`src/core/rfiq_pkg.sv`:
```
// Constants shared by the radio interrupt and queue port block.
// Assumes an 8-bit special-function register bus on the CPU side.
package rfiq_pkg;

	// Special-function register addresses.
	localparam logic [7:0] ADDR_MASK  = 8'h91;
	localparam logic [7:0] ADDR_DATA  = 8'hD9;
	localparam logic [7:0] ADDR_FLAGS = 8'hE9;

	// Values after reset.
	localparam logic [7:0] MASK_RESET  = 8'h00;
	localparam logic [7:0] FLAGS_RESET = 8'h00;
	localparam logic [7:0] RDATA_RESET = 8'h00;

	// Source flag and mask bit positions.
	localparam int BIT_REG_ON    = 7;
	localparam int BIT_TX_DONE   = 6;
	localparam int BIT_RX_THR    = 5;
	localparam int BIT_FRAME     = 4;
	localparam int BIT_CHAN_CLR  = 3;
	localparam int BIT_SEQ_WAIT  = 2;
	localparam int BIT_SEQ_HALT  = 1;
	localparam int BIT_SEQ_INSTR = 0;

	// CPU vector numbers of the two requests.
	localparam int VEC_ERROR = 0;
	localparam int VEC_EVENT = 12;

	// Sizes of data, sources and queues.
	localparam int DATA_W      = 8;
	localparam int NUM_SRC     = 8;
	localparam int THR_W       = 7;
	localparam int QUEUE_DEPTH = 128;
	localparam int STAGE_DEPTH = 4;
	localparam int QCNT_W      = 8;

endpackage : rfiq_pkg

```
`src/core/rfiq_fifo.sv`:
```
// Synchronous FIFO with flush, valid and ready on both sides.
// Assumes one clock; flush empties it in one cycle and wins over a push.
`timescale 1ns/1ps
`default_nettype none
module rfiq_fifo #(
	parameter int WIDTH = 8,
	parameter int DEPTH = 4,
	parameter int CW    = $clog2(DEPTH + 1)
) (
	// Clock and reset.
	input  wire logic             sys_clk,
	input  wire logic             rst,
	// Empties the FIFO.
	input  wire logic             flush,
	// Filling side.
	input  wire logic             in_valid,
	output var  logic             in_ready,
	input  wire logic [WIDTH-1:0] in_data,
	// Draining side.
	output var  logic             out_valid,
	input  wire logic             out_ready,
	output var  logic [WIDTH-1:0] out_data,
	// Number of words held.
	output var  logic [CW-1:0]    count
);
	localparam int PW = (DEPTH > 1) ? $clog2(DEPTH) : 1;

	logic [WIDTH-1:0] mem [DEPTH];      // Storage words.
	logic [PW-1:0]    wr_ptr;           // Next slot to write.
	logic [PW-1:0]    rd_ptr;           // Oldest word.
	logic [PW-1:0]    next_wr_ptr;
	logic [PW-1:0]    next_rd_ptr;
	logic [CW-1:0]    next_count;
	logic             next_in_ready;
	logic             next_out_valid;
	logic             push;             // Word taken this cycle.
	logic             pop;              // Word given this cycle.

	assign push     = in_valid & in_ready;
	assign pop      = out_valid & out_ready;
	assign out_data = mem[rd_ptr];

	// Pointer, count and registered full and empty flags.
	always_comb begin
		next_wr_ptr = wr_ptr;
		next_rd_ptr = rd_ptr;
		next_count  = count;
		if (flush) begin
			next_wr_ptr = '0;
			next_rd_ptr = '0;
			next_count  = '0;
		end else begin
			if (push) begin
				next_wr_ptr = (wr_ptr == PW'(DEPTH - 1)) ? '0 : wr_ptr + PW'(1);
			end
			if (pop) begin
				next_rd_ptr = (rd_ptr == PW'(DEPTH - 1)) ? '0 : rd_ptr + PW'(1);
			end
			if (push && !pop) begin
				next_count = count + CW'(1);
			end else if (pop && !push) begin
				next_count = count - CW'(1);
			end
		end
		next_in_ready  = (next_count != CW'(DEPTH));
		next_out_valid = (next_count != '0);
	end

	// Registers the control state.
	always_ff @(posedge sys_clk or posedge rst) begin
		if (rst) begin
			wr_ptr    <= '0;
			rd_ptr    <= '0;
			count     <= '0;
			in_ready  <= 1'b1;
			out_valid <= 1'b0;
		end else begin
			wr_ptr    <= next_wr_ptr;
			rd_ptr    <= next_rd_ptr;
			count     <= next_count;
			in_ready  <= next_in_ready;
			out_valid <= next_out_valid;
		end
	end

	// Storage needs no reset; a flushed word is never read.
	always_ff @(posedge sys_clk) begin
		if (push && !flush) begin
			mem[wr_ptr] <= in_data;
		end
	end

endmodule : rfiq_fifo
`default_nettype wire

```
`src/core/rfiq_top.sv`:
```
// Radio event flags, masks, CPU requests and the queue data port.
// Assumes the CPU interrupt controller supplies vector enables and
// clears; radio conditions arrive as levels synchronous to sys_clk.
`timescale 1ns/1ps
`default_nettype none
module rfiq_top (
	// Clock and reset.
	input  wire logic       sys_clk,
	input  wire logic       rst,
	// Special-function register bus.
	input  wire logic [7:0] sfr_addr,
	input  wire logic       sfr_wr,
	input  wire logic       sfr_rd,
	input  wire logic [7:0] sfr_wdata,
	output var  logic [7:0] sfr_rdata,
	// CPU interrupt controller bits for the two vectors.
	input  wire logic       error_vector_enable,
	input  wire logic       event_vector_enable,
	input  wire logic       error_pending_clear,
	input  wire logic       event_pending_clear,
	output var  logic       error_vector_pending,
	output var  logic       event_vector_pending,
	output var  logic       radio_error_request,
	output var  logic       radio_event_request,
	// Radio event conditions, all levels.
	input  wire logic       regulator_on,
	input  wire logic       transmit_done,
	input  wire logic       ack_sent,
	input  wire logic       ack_source_select,
	input  wire logic       frame_start,
	input  wire logic       channel_clear,
	input  wire logic       sequencer_wait,
	input  wire logic       sequencer_halt,
	input  wire logic       sequencer_instr,
	input  wire logic       transmit_underflow,
	// Receive threshold and queue status.
	input  wire logic [6:0] receive_threshold_level,
	output var  logic       receive_data_present,
	output var  logic       receive_threshold_status,
	// Command strobes.
	input  wire logic       transmit_flush_strobe,
	input  wire logic       receive_flush_strobe,
	// Bytes from the receiver.
	input  wire logic       rx_byte_valid,
	output var  logic       rx_byte_ready,
	input  wire logic [7:0] rx_byte,
	// Bytes to the transmitter.
	output var  logic       tx_byte_valid,
	input  wire logic       tx_byte_ready,
	output var  logic [7:0] tx_byte
);

	// Tells whether a bus address selects a given register.
	// One form for all four decodes keeps them from drifting apart.
	function automatic logic hit(input logic [7:0] a, input logic [7:0] r);
		return a == r;
	endfunction : hit

	logic [7:0] radio_source_mask_reg;  // Per-source enables.
	logic [7:0] radio_source_flag_reg;  // Sticky source flags.
	logic [7:0] next_mask;
	logic [7:0] next_flags;
	logic [7:0] next_rdata;
	logic [7:0] cond_now;               // Source conditions now.
	logic [7:0] cond_prev;              // Conditions one cycle ago.
	logic       flag_wr;                // Bus write to the flags.
	logic       mask_wr;                // Bus write to the mask.
	logic       data_wr;                // Bus write to the data port.
	logic       data_rd;                // Bus read of the data port.
	logic       event_req;              // Any enabled flag set.
	logic       rx_overflow;            // Sticky until receive flush.
	logic       next_overflow;
	logic       overflow_event;         // Byte lost this cycle.
	logic       error_event;
	logic       next_err_pend;
	logic       next_evt_pend;
	logic       next_thr_status;
	logic       next_present;

	// Staging, receive and transmit queue wires.
	logic       stg_out_valid;
	logic       stg_out_ready;
	logic [7:0] stg_out_data;
	logic       rxq_in_ready;
	logic       rxq_out_valid;
	logic [7:0] rxq_out_data;
	logic [7:0] rxq_count;
	logic [7:0] txq_count;

	assign flag_wr = sfr_wr & hit(sfr_addr, rfiq_pkg::ADDR_FLAGS);
	assign mask_wr = sfr_wr & hit(sfr_addr, rfiq_pkg::ADDR_MASK);
	assign data_wr = sfr_wr & hit(sfr_addr, rfiq_pkg::ADDR_DATA);
	assign data_rd = sfr_rd & hit(sfr_addr, rfiq_pkg::ADDR_DATA);

	// Four-byte staging buffer; its ready back-pressures the receiver.
	// The receiver sees ready fall only when all four places are taken.
	rfiq_fifo #(
		.WIDTH (rfiq_pkg::DATA_W),
		.DEPTH (rfiq_pkg::STAGE_DEPTH)
	) u_stage (
		.sys_clk   (sys_clk),
		.rst       (rst),
		.flush     (receive_flush_strobe),
		.in_valid  (rx_byte_valid),
		.in_ready  (rx_byte_ready),
		.in_data   (rx_byte),
		.out_valid (stg_out_valid),
		.out_ready (stg_out_ready),
		.out_data  (stg_out_data),
		.count     ()
	);

	// While overflowed, staged bytes are thrown away, not queued.
	assign stg_out_ready = rxq_in_ready | rx_overflow;

	// Receive queue of 128 bytes, popped by data port reads.
	// Bytes already queued stay readable after an overflow.
	rfiq_fifo #(
		.WIDTH (rfiq_pkg::DATA_W),
		.DEPTH (rfiq_pkg::QUEUE_DEPTH)
	) u_rx_queue (
		.sys_clk   (sys_clk),
		.rst       (rst),
		.flush     (receive_flush_strobe),
		.in_valid  (stg_out_valid & ~rx_overflow),
		.in_ready  (rxq_in_ready),
		.in_data   (stg_out_data),
		.out_valid (rxq_out_valid),
		.out_ready (data_rd),
		.out_data  (rxq_out_data),
		.count     (rxq_count)
	);

	// Transmit queue of 128 bytes; a write when full is dropped.
	// Nothing reports the drop, so software must pace its writes.
	rfiq_fifo #(
		.WIDTH (rfiq_pkg::DATA_W),
		.DEPTH (rfiq_pkg::QUEUE_DEPTH)
	) u_tx_queue (
		.sys_clk   (sys_clk),
		.rst       (rst),
		.flush     (transmit_flush_strobe),
		.in_valid  (data_wr),
		.in_ready  (),
		.in_data   (sfr_wdata),
		.out_valid (tx_byte_valid),
		.out_ready (tx_byte_ready),
		.out_data  (tx_byte),
		.count     (txq_count)
	);

	// Overflow: both buffers full and the receiver still offers a byte.
	// Only the first lost byte counts; the sticky flag hides the rest,
	// so one overflow raises the error cause for one cycle.
	assign overflow_event = rx_byte_valid & ~rx_byte_ready
		& ~rxq_in_ready & ~rx_overflow;

	// Gathers the eight source conditions at their bit positions.
	always_comb begin
		cond_now = '0;
		cond_now[rfiq_pkg::BIT_REG_ON] = regulator_on;
		cond_now[rfiq_pkg::BIT_TX_DONE] = transmit_done
			| (ack_sent & ack_source_select);
		cond_now[rfiq_pkg::BIT_RX_THR] = receive_threshold_status;
		cond_now[rfiq_pkg::BIT_FRAME] = frame_start;
		cond_now[rfiq_pkg::BIT_CHAN_CLR] = channel_clear;
		cond_now[rfiq_pkg::BIT_SEQ_WAIT] = sequencer_wait;
		cond_now[rfiq_pkg::BIT_SEQ_HALT] = sequencer_halt;
		cond_now[rfiq_pkg::BIT_SEQ_INSTR] = sequencer_instr;
	end

	// Each flag sets on a rising condition whatever its mask says.
	// A bus write of 0 clears it, of 1 keeps it; a set wins.
	// A set in the cycle of a clearing write survives, so an event that
	// lands between a handler's read and its write-back is not lost.
	for (genvar i = 0; i < rfiq_pkg::NUM_SRC; i++) begin : g_flag
		assign next_flags[i] = (cond_now[i] & ~cond_prev[i])
			| (radio_source_flag_reg[i]
			& (~flag_wr | sfr_wdata[i]));
	end

	// Mask register update.
	always_comb begin
		next_mask = radio_source_mask_reg;
		if (mask_wr) begin
			next_mask = sfr_wdata;
		end
	end

	// The event request is high while any enabled flag stays set.
	// As a level it sets the vector pending flag again after a clear,
	// so a source left flagged is served once more.
	assign event_req = |(radio_source_flag_reg
		& radio_source_mask_reg);

	// Error cause: transmit underflow or receive overflow, nothing else.
	assign error_event = transmit_underflow | overflow_event;

	// Vector pending flags; a new cause wins over a clear.
	// A clear that meets a new cause is ignored, so no request is lost.
	// The overflow flag is sticky until the receive flush strobe.
	always_comb begin
		next_err_pend = error_event
			| (error_vector_pending & ~error_pending_clear);
		next_evt_pend = event_req
			| (event_vector_pending & ~event_pending_clear);
		next_overflow = overflow_event
			| (rx_overflow & ~receive_flush_strobe);
	end

	// Receive status from the receive queue count; data present also needs no overflow.
	// Data present falls during an overflow, so software sees the fault
	// even while older bytes can still be read.
	always_comb begin
		next_thr_status = rxq_count
			> {1'b0, receive_threshold_level};
		next_present = (rxq_count != '0) & ~next_overflow;
	end

	// Bus read data; a read of the data port pops the receive queue.
	// The data is zero outside a read, so a byte shown for one cycle is
	// never taken for a second pop.
	always_comb begin
		next_rdata = rfiq_pkg::RDATA_RESET;
		if (sfr_rd) begin
			unique case (sfr_addr)
				rfiq_pkg::ADDR_MASK: begin
					next_rdata = radio_source_mask_reg;
				end
				rfiq_pkg::ADDR_FLAGS: begin
					next_rdata = radio_source_flag_reg;
				end
				rfiq_pkg::ADDR_DATA: begin
					// An empty queue reads as zero.
					next_rdata = rxq_out_valid ? rxq_out_data
						: rfiq_pkg::RDATA_RESET;
				end
				default: begin
					next_rdata = rfiq_pkg::RDATA_RESET;
				end
			endcase
		end
	end

	// Registers flags, mask, status, requests and read data.
	// Every CPU-side output is taken straight from a register here, so nothing
	// on the CPU side sees a combinational path from the radio.
	always_ff @(posedge sys_clk or posedge rst) begin
		if (rst) begin
			radio_source_flag_reg    <= rfiq_pkg::FLAGS_RESET;
			radio_source_mask_reg    <= rfiq_pkg::MASK_RESET;
			cond_prev                <= '0;
			rx_overflow              <= 1'b0;
			error_vector_pending     <= 1'b0;
			event_vector_pending     <= 1'b0;
			radio_error_request      <= 1'b0;
			radio_event_request      <= 1'b0;
			receive_threshold_status <= 1'b0;
			receive_data_present     <= 1'b0;
			sfr_rdata                <= rfiq_pkg::RDATA_RESET;
		end else begin
			radio_source_flag_reg    <= next_flags;
			radio_source_mask_reg    <= next_mask;
			cond_prev                <= cond_now;
			rx_overflow              <= next_overflow;
			error_vector_pending     <= next_err_pend;
			event_vector_pending     <= next_evt_pend;
			// Each request needs its pending flag and vector enable.
			radio_error_request      <= next_err_pend
				& error_vector_enable;
			radio_event_request      <= next_evt_pend
				& event_vector_enable;
			receive_threshold_status <= next_thr_status;
			receive_data_present     <= next_present;
			sfr_rdata                <= next_rdata;
		end
	end

endmodule : rfiq_top
`default_nettype wire

```
`config.mk`:
```
export PLATFORM = sky130hd
export DESIGN_NAME = rfiq_top
export DESIGN_NICKNAME = d
export VERILOG_FILES = /design/src/core/rfiq_pkg.sv /design/src/core/rfiq_fifo.sv /design/src/core/rfiq_top.sv
export SDC_FILE = /design/constraint.sdc
export NUM_CORES = 2
export LEC_CHECK = 0
export BUFFER_PORTS_ARGS = -buffer_cell sky130_fd_sc_hd__buf_2
export CAP_MARGIN = 20
export CORE_ASPECT_RATIO = 0.8
export CORE_MARGIN = 4
export CORE_UTILIZATION = 26
export CTS_CLUSTER_DIAMETER = 120
export DETAILED_ROUTE_END_ITERATION = 6
export SLEW_MARGIN = 20
export SYNTH_ARGS = -nofsm -noshare
export SYNTH_HDL_FRONTEND = slang
export SYNTH_SLANG_ARGS = --single-unit
```
`constraint.sdc`:
```
create_clock -name sys_clk -period 5.1 [get_ports sys_clk]
set_clock_uncertainty 0.05 [all_clocks]
set_input_delay 0.51 -clock sys_clk [delete_from_list [all_inputs] [get_ports sys_clk]]
set_output_delay 0.51 -clock sys_clk [all_outputs]
set_load 0.05 [all_outputs]
```
==> flow_summary.yaml <==
synthesis:
  synthesis.area_sq_um: 85500
  yosys_warnings: 0
  syn_nets: 4517
  synthCells: 4441
  synth_edf_count: 2080
  async_flop_share_pct: 4.41
  seq_area_frac_synth_pct: 75.9
  avgSynthCellArea_sq_um: 19.2
  yosysUniqueCellTypes: 67
  ys_seq_elements: 2176
  synth_ff_type: "edfxtp_1"
power_and_ir_drop:
  p_leak_nw: 29.2
  ir_drop_v: 0.000294
  cellPowerDensity_nw_per_um2: 409
grt:
  track_usage_pct: 12.3
  grt_max_degree: 98
  antenna_found_initial: 5
  grt_pass1_wl_microns: 312000
  first_global_vias: 43782
  overflow: 0
floorplan:
  die_h_microns: 521
  core_sq_um: 328000
  start_util_pct: 26.1
  die_w_microns: 649
  ios: 77
  dieArea_sq_um: 338000
  fp-row-count: 188
layout:
  final_nets: 4684
  drive_above_1_share_pct: 20.0
  antenna_cells: 0
  reg_top3: "u_rx_queue.mem x1024, u_tx_queue.mem x1024, u_stage.mem x32"
  mostFrequentLayoutCell: "edfxtp_1"
  fin_area_sq_um: 98200
  final_cell_mix: "edfxtp_1 (2080), mux4_2 (413), nor2_1 (324), mux2i_1 (245), clkbuf_16 (212)"
  stdcell_count: 9142
  area_growth_pct: 14.9
place:
  placed_cells: 8742
  io_buffers: 76
  dp_hpwl_microns: 135000
  finalWeightedCongestion: 0.834
  post-place-ws_ns: 0.968
  placed_cell_area_sq_um: 91400
cts:
  cts-root-buf: "clkbuf_16"
  clk_latency_ns: 0.86
  cts.sinks: 2176
  cts_buffer_depth: 4
  h-tree-depth: 4
  cts_buffers: 210
  cts_tree: "built"
  clk_pin_slew_ns: 0.07
critical_path:
  worstPathArrival_ns: 4.29
  end_kind: "primary output"
  path_class: "reg2out"
  cp-start-kind: "flip-flop"
  required_ns: 4.54
  critical_path.max_fanout: 46
timing:
  fmax_mhz: 206
  relSlewSlack_pct: 23.2
  timing.final.crit_period_ns: 4.85
  setup_tns_ns: 0
  rsz0062_at_grt: "no"
  worst_pin_slew_ns: 1.15
  hold_viol: 0
  setup_viol: 0
  period_share_pct: 95.2
  maxSlewViolCount: 0
  layout_setup_ws_ns: 0.246
route:
  drt_iter0_drc: 4811
  drtPass1Iterations: 5
  viasPerCell: 4.79
  detailroute.via_count: 43801
  wirelength_microns: 215000
  ant_nets: 0
  drc_errors: 0
  wire_per_inst_microns: 23.5
min_path:
  hp-class: "in2reg"
job:
  cap_violations: 0
run_status:
  status: "completed"
==> path summary, 6_finish.rpt <==
kind                                            from                  endpoint  slack [ns]  depth (start not counted)
min in group asynchronous                        rst       u_rx_queue.count[5]        0.28                          3
worst min-delay path               ack_source_select              cond_prev[6]        0.05                          3
worst max register to register  u_rx_queue.rd_ptr[0]              sfr_rdata[5]        1.29                          7
max in group asynchronous                        rst      u_rx_queue.rd_ptr[0]        3.69                          4
worst min register to register          cond_prev[4]  radio_source_flag_reg[4]        0.36                          1
worst max-delay path            u_tx_queue.rd_ptr[2]                tx_byte[6]        0.25                          8
==> power breakdown <==
part           switching (mW)  internal (mW)
registers               0.193           20.8
clock network            6.66           8.48
logic                    2.82           1.16
total                    9.67           30.5
==> critical path, stage by stage, from the launching register on <==
cell	delay, ns
dfrtp_4	0.91
buf_4	0.51
mux4_2	0.40
mux4_2	0.57
a21oi_1	0.26
nor2_1	0.16
nand2_1	0.16
o31ai_1	0.17
buf_2	0.26
==> through the flow <==
stage / hold WS (ns) / util [%] / power, mW
floorplan: 0.350 / - / 23.6
global placement: 0.360 / 27.9 / 25.3
detailed placement: 0.359 / 27.9 / 25.4
CTS: 0.0214 / 30.0 / 40.4
global route: 0.0304 / 30.0 / 41.5
finish: 0.0484 / 30.0 / 40.1
==> cells in the mapped netlist (all sizes together), types with 4 or more instances <==
master  instances  area share [%]
a211o           5           0.051
a211oi         20            0.18
a21boi         11           0.097
a21oi          66            0.39
a221o           4           0.047
a221oi         40            0.41
a22o            6           0.061
a22oi         159             1.4
a311oi         11            0.11
a31oi          22            0.16
and2           11           0.081
and3            7           0.051
buf           102            0.60
clkbuf        159            0.70
dfrtp          93             2.7
edfxtp       2080              73
ha             23            0.34
inv            33            0.14
mux2           24            0.32
mux2i         245             2.9
mux4          421              11
nand2         196            0.86
nand2b          7           0.051
nand3          60            0.35
nand3b          4           0.035
nand4          15            0.11
nor2          328             1.4
nor2b          18            0.13
nor3           27            0.16
nor3b           8           0.070
nor4           11           0.095
o21ai          87            0.51
o221ai          4           0.041
o22ai          30            0.22
o31ai          11           0.097
o32ai           7           0.072
or2             4           0.029
or3            14            0.10
or4             7           0.061
xnor2          14            0.14
xor2           14            0.14
==> final cells by class <==
| cell class | instances | area [sq um] |
|---|---|---|
| clock buffer | 256 | 5470 |
| multi-input combinational | 1971 | 19500 |
| tap | 4370 | 5470 |
| sequential | 2176 | 64900 |
| timing repair buffer | 216 | 1740 |
| inverter | 33 | 126 |
| fill | 31571 | 229000 |
| clock inverter | 120 | 1080 |
==> layer usage <==
metal | share of wire (%) | track usage, % | vias to the layer above
met2 | 46 | 19.1 | 1900
met4 | 2.4 | 3.07 | 0
met5 | 0 | 0 | -
met3 | 9.2 | 3.09 | 315
met1 | 42 | 17.3 | 23124
li1 | - | - | 18462
==> kinds of logic after synthesis <==
logic type               Yosys count  synth area share (%)
AO/OA/AOI/OAI                    500                  4.00
XOR/XNOR                          28                 0.287
adder cells (fa/ha/maj)           23                 0.337
buffers and inverters            294                  1.44
flip-flops                      2176                  75.9
multiplexers                     690                  14.3
AND/OR/NAND/NOR                  730                  3.78
==> what timing repair did <==
item | CTS | global route
setup endpoints to repair | 0 | 3
hold buffers | 21 | 0
resized for setup | 0 | 1
endpoints found under the hold margin | 89 | 0
buffers inserted | 0 | 0
Power figures use the tool's default switching activity.
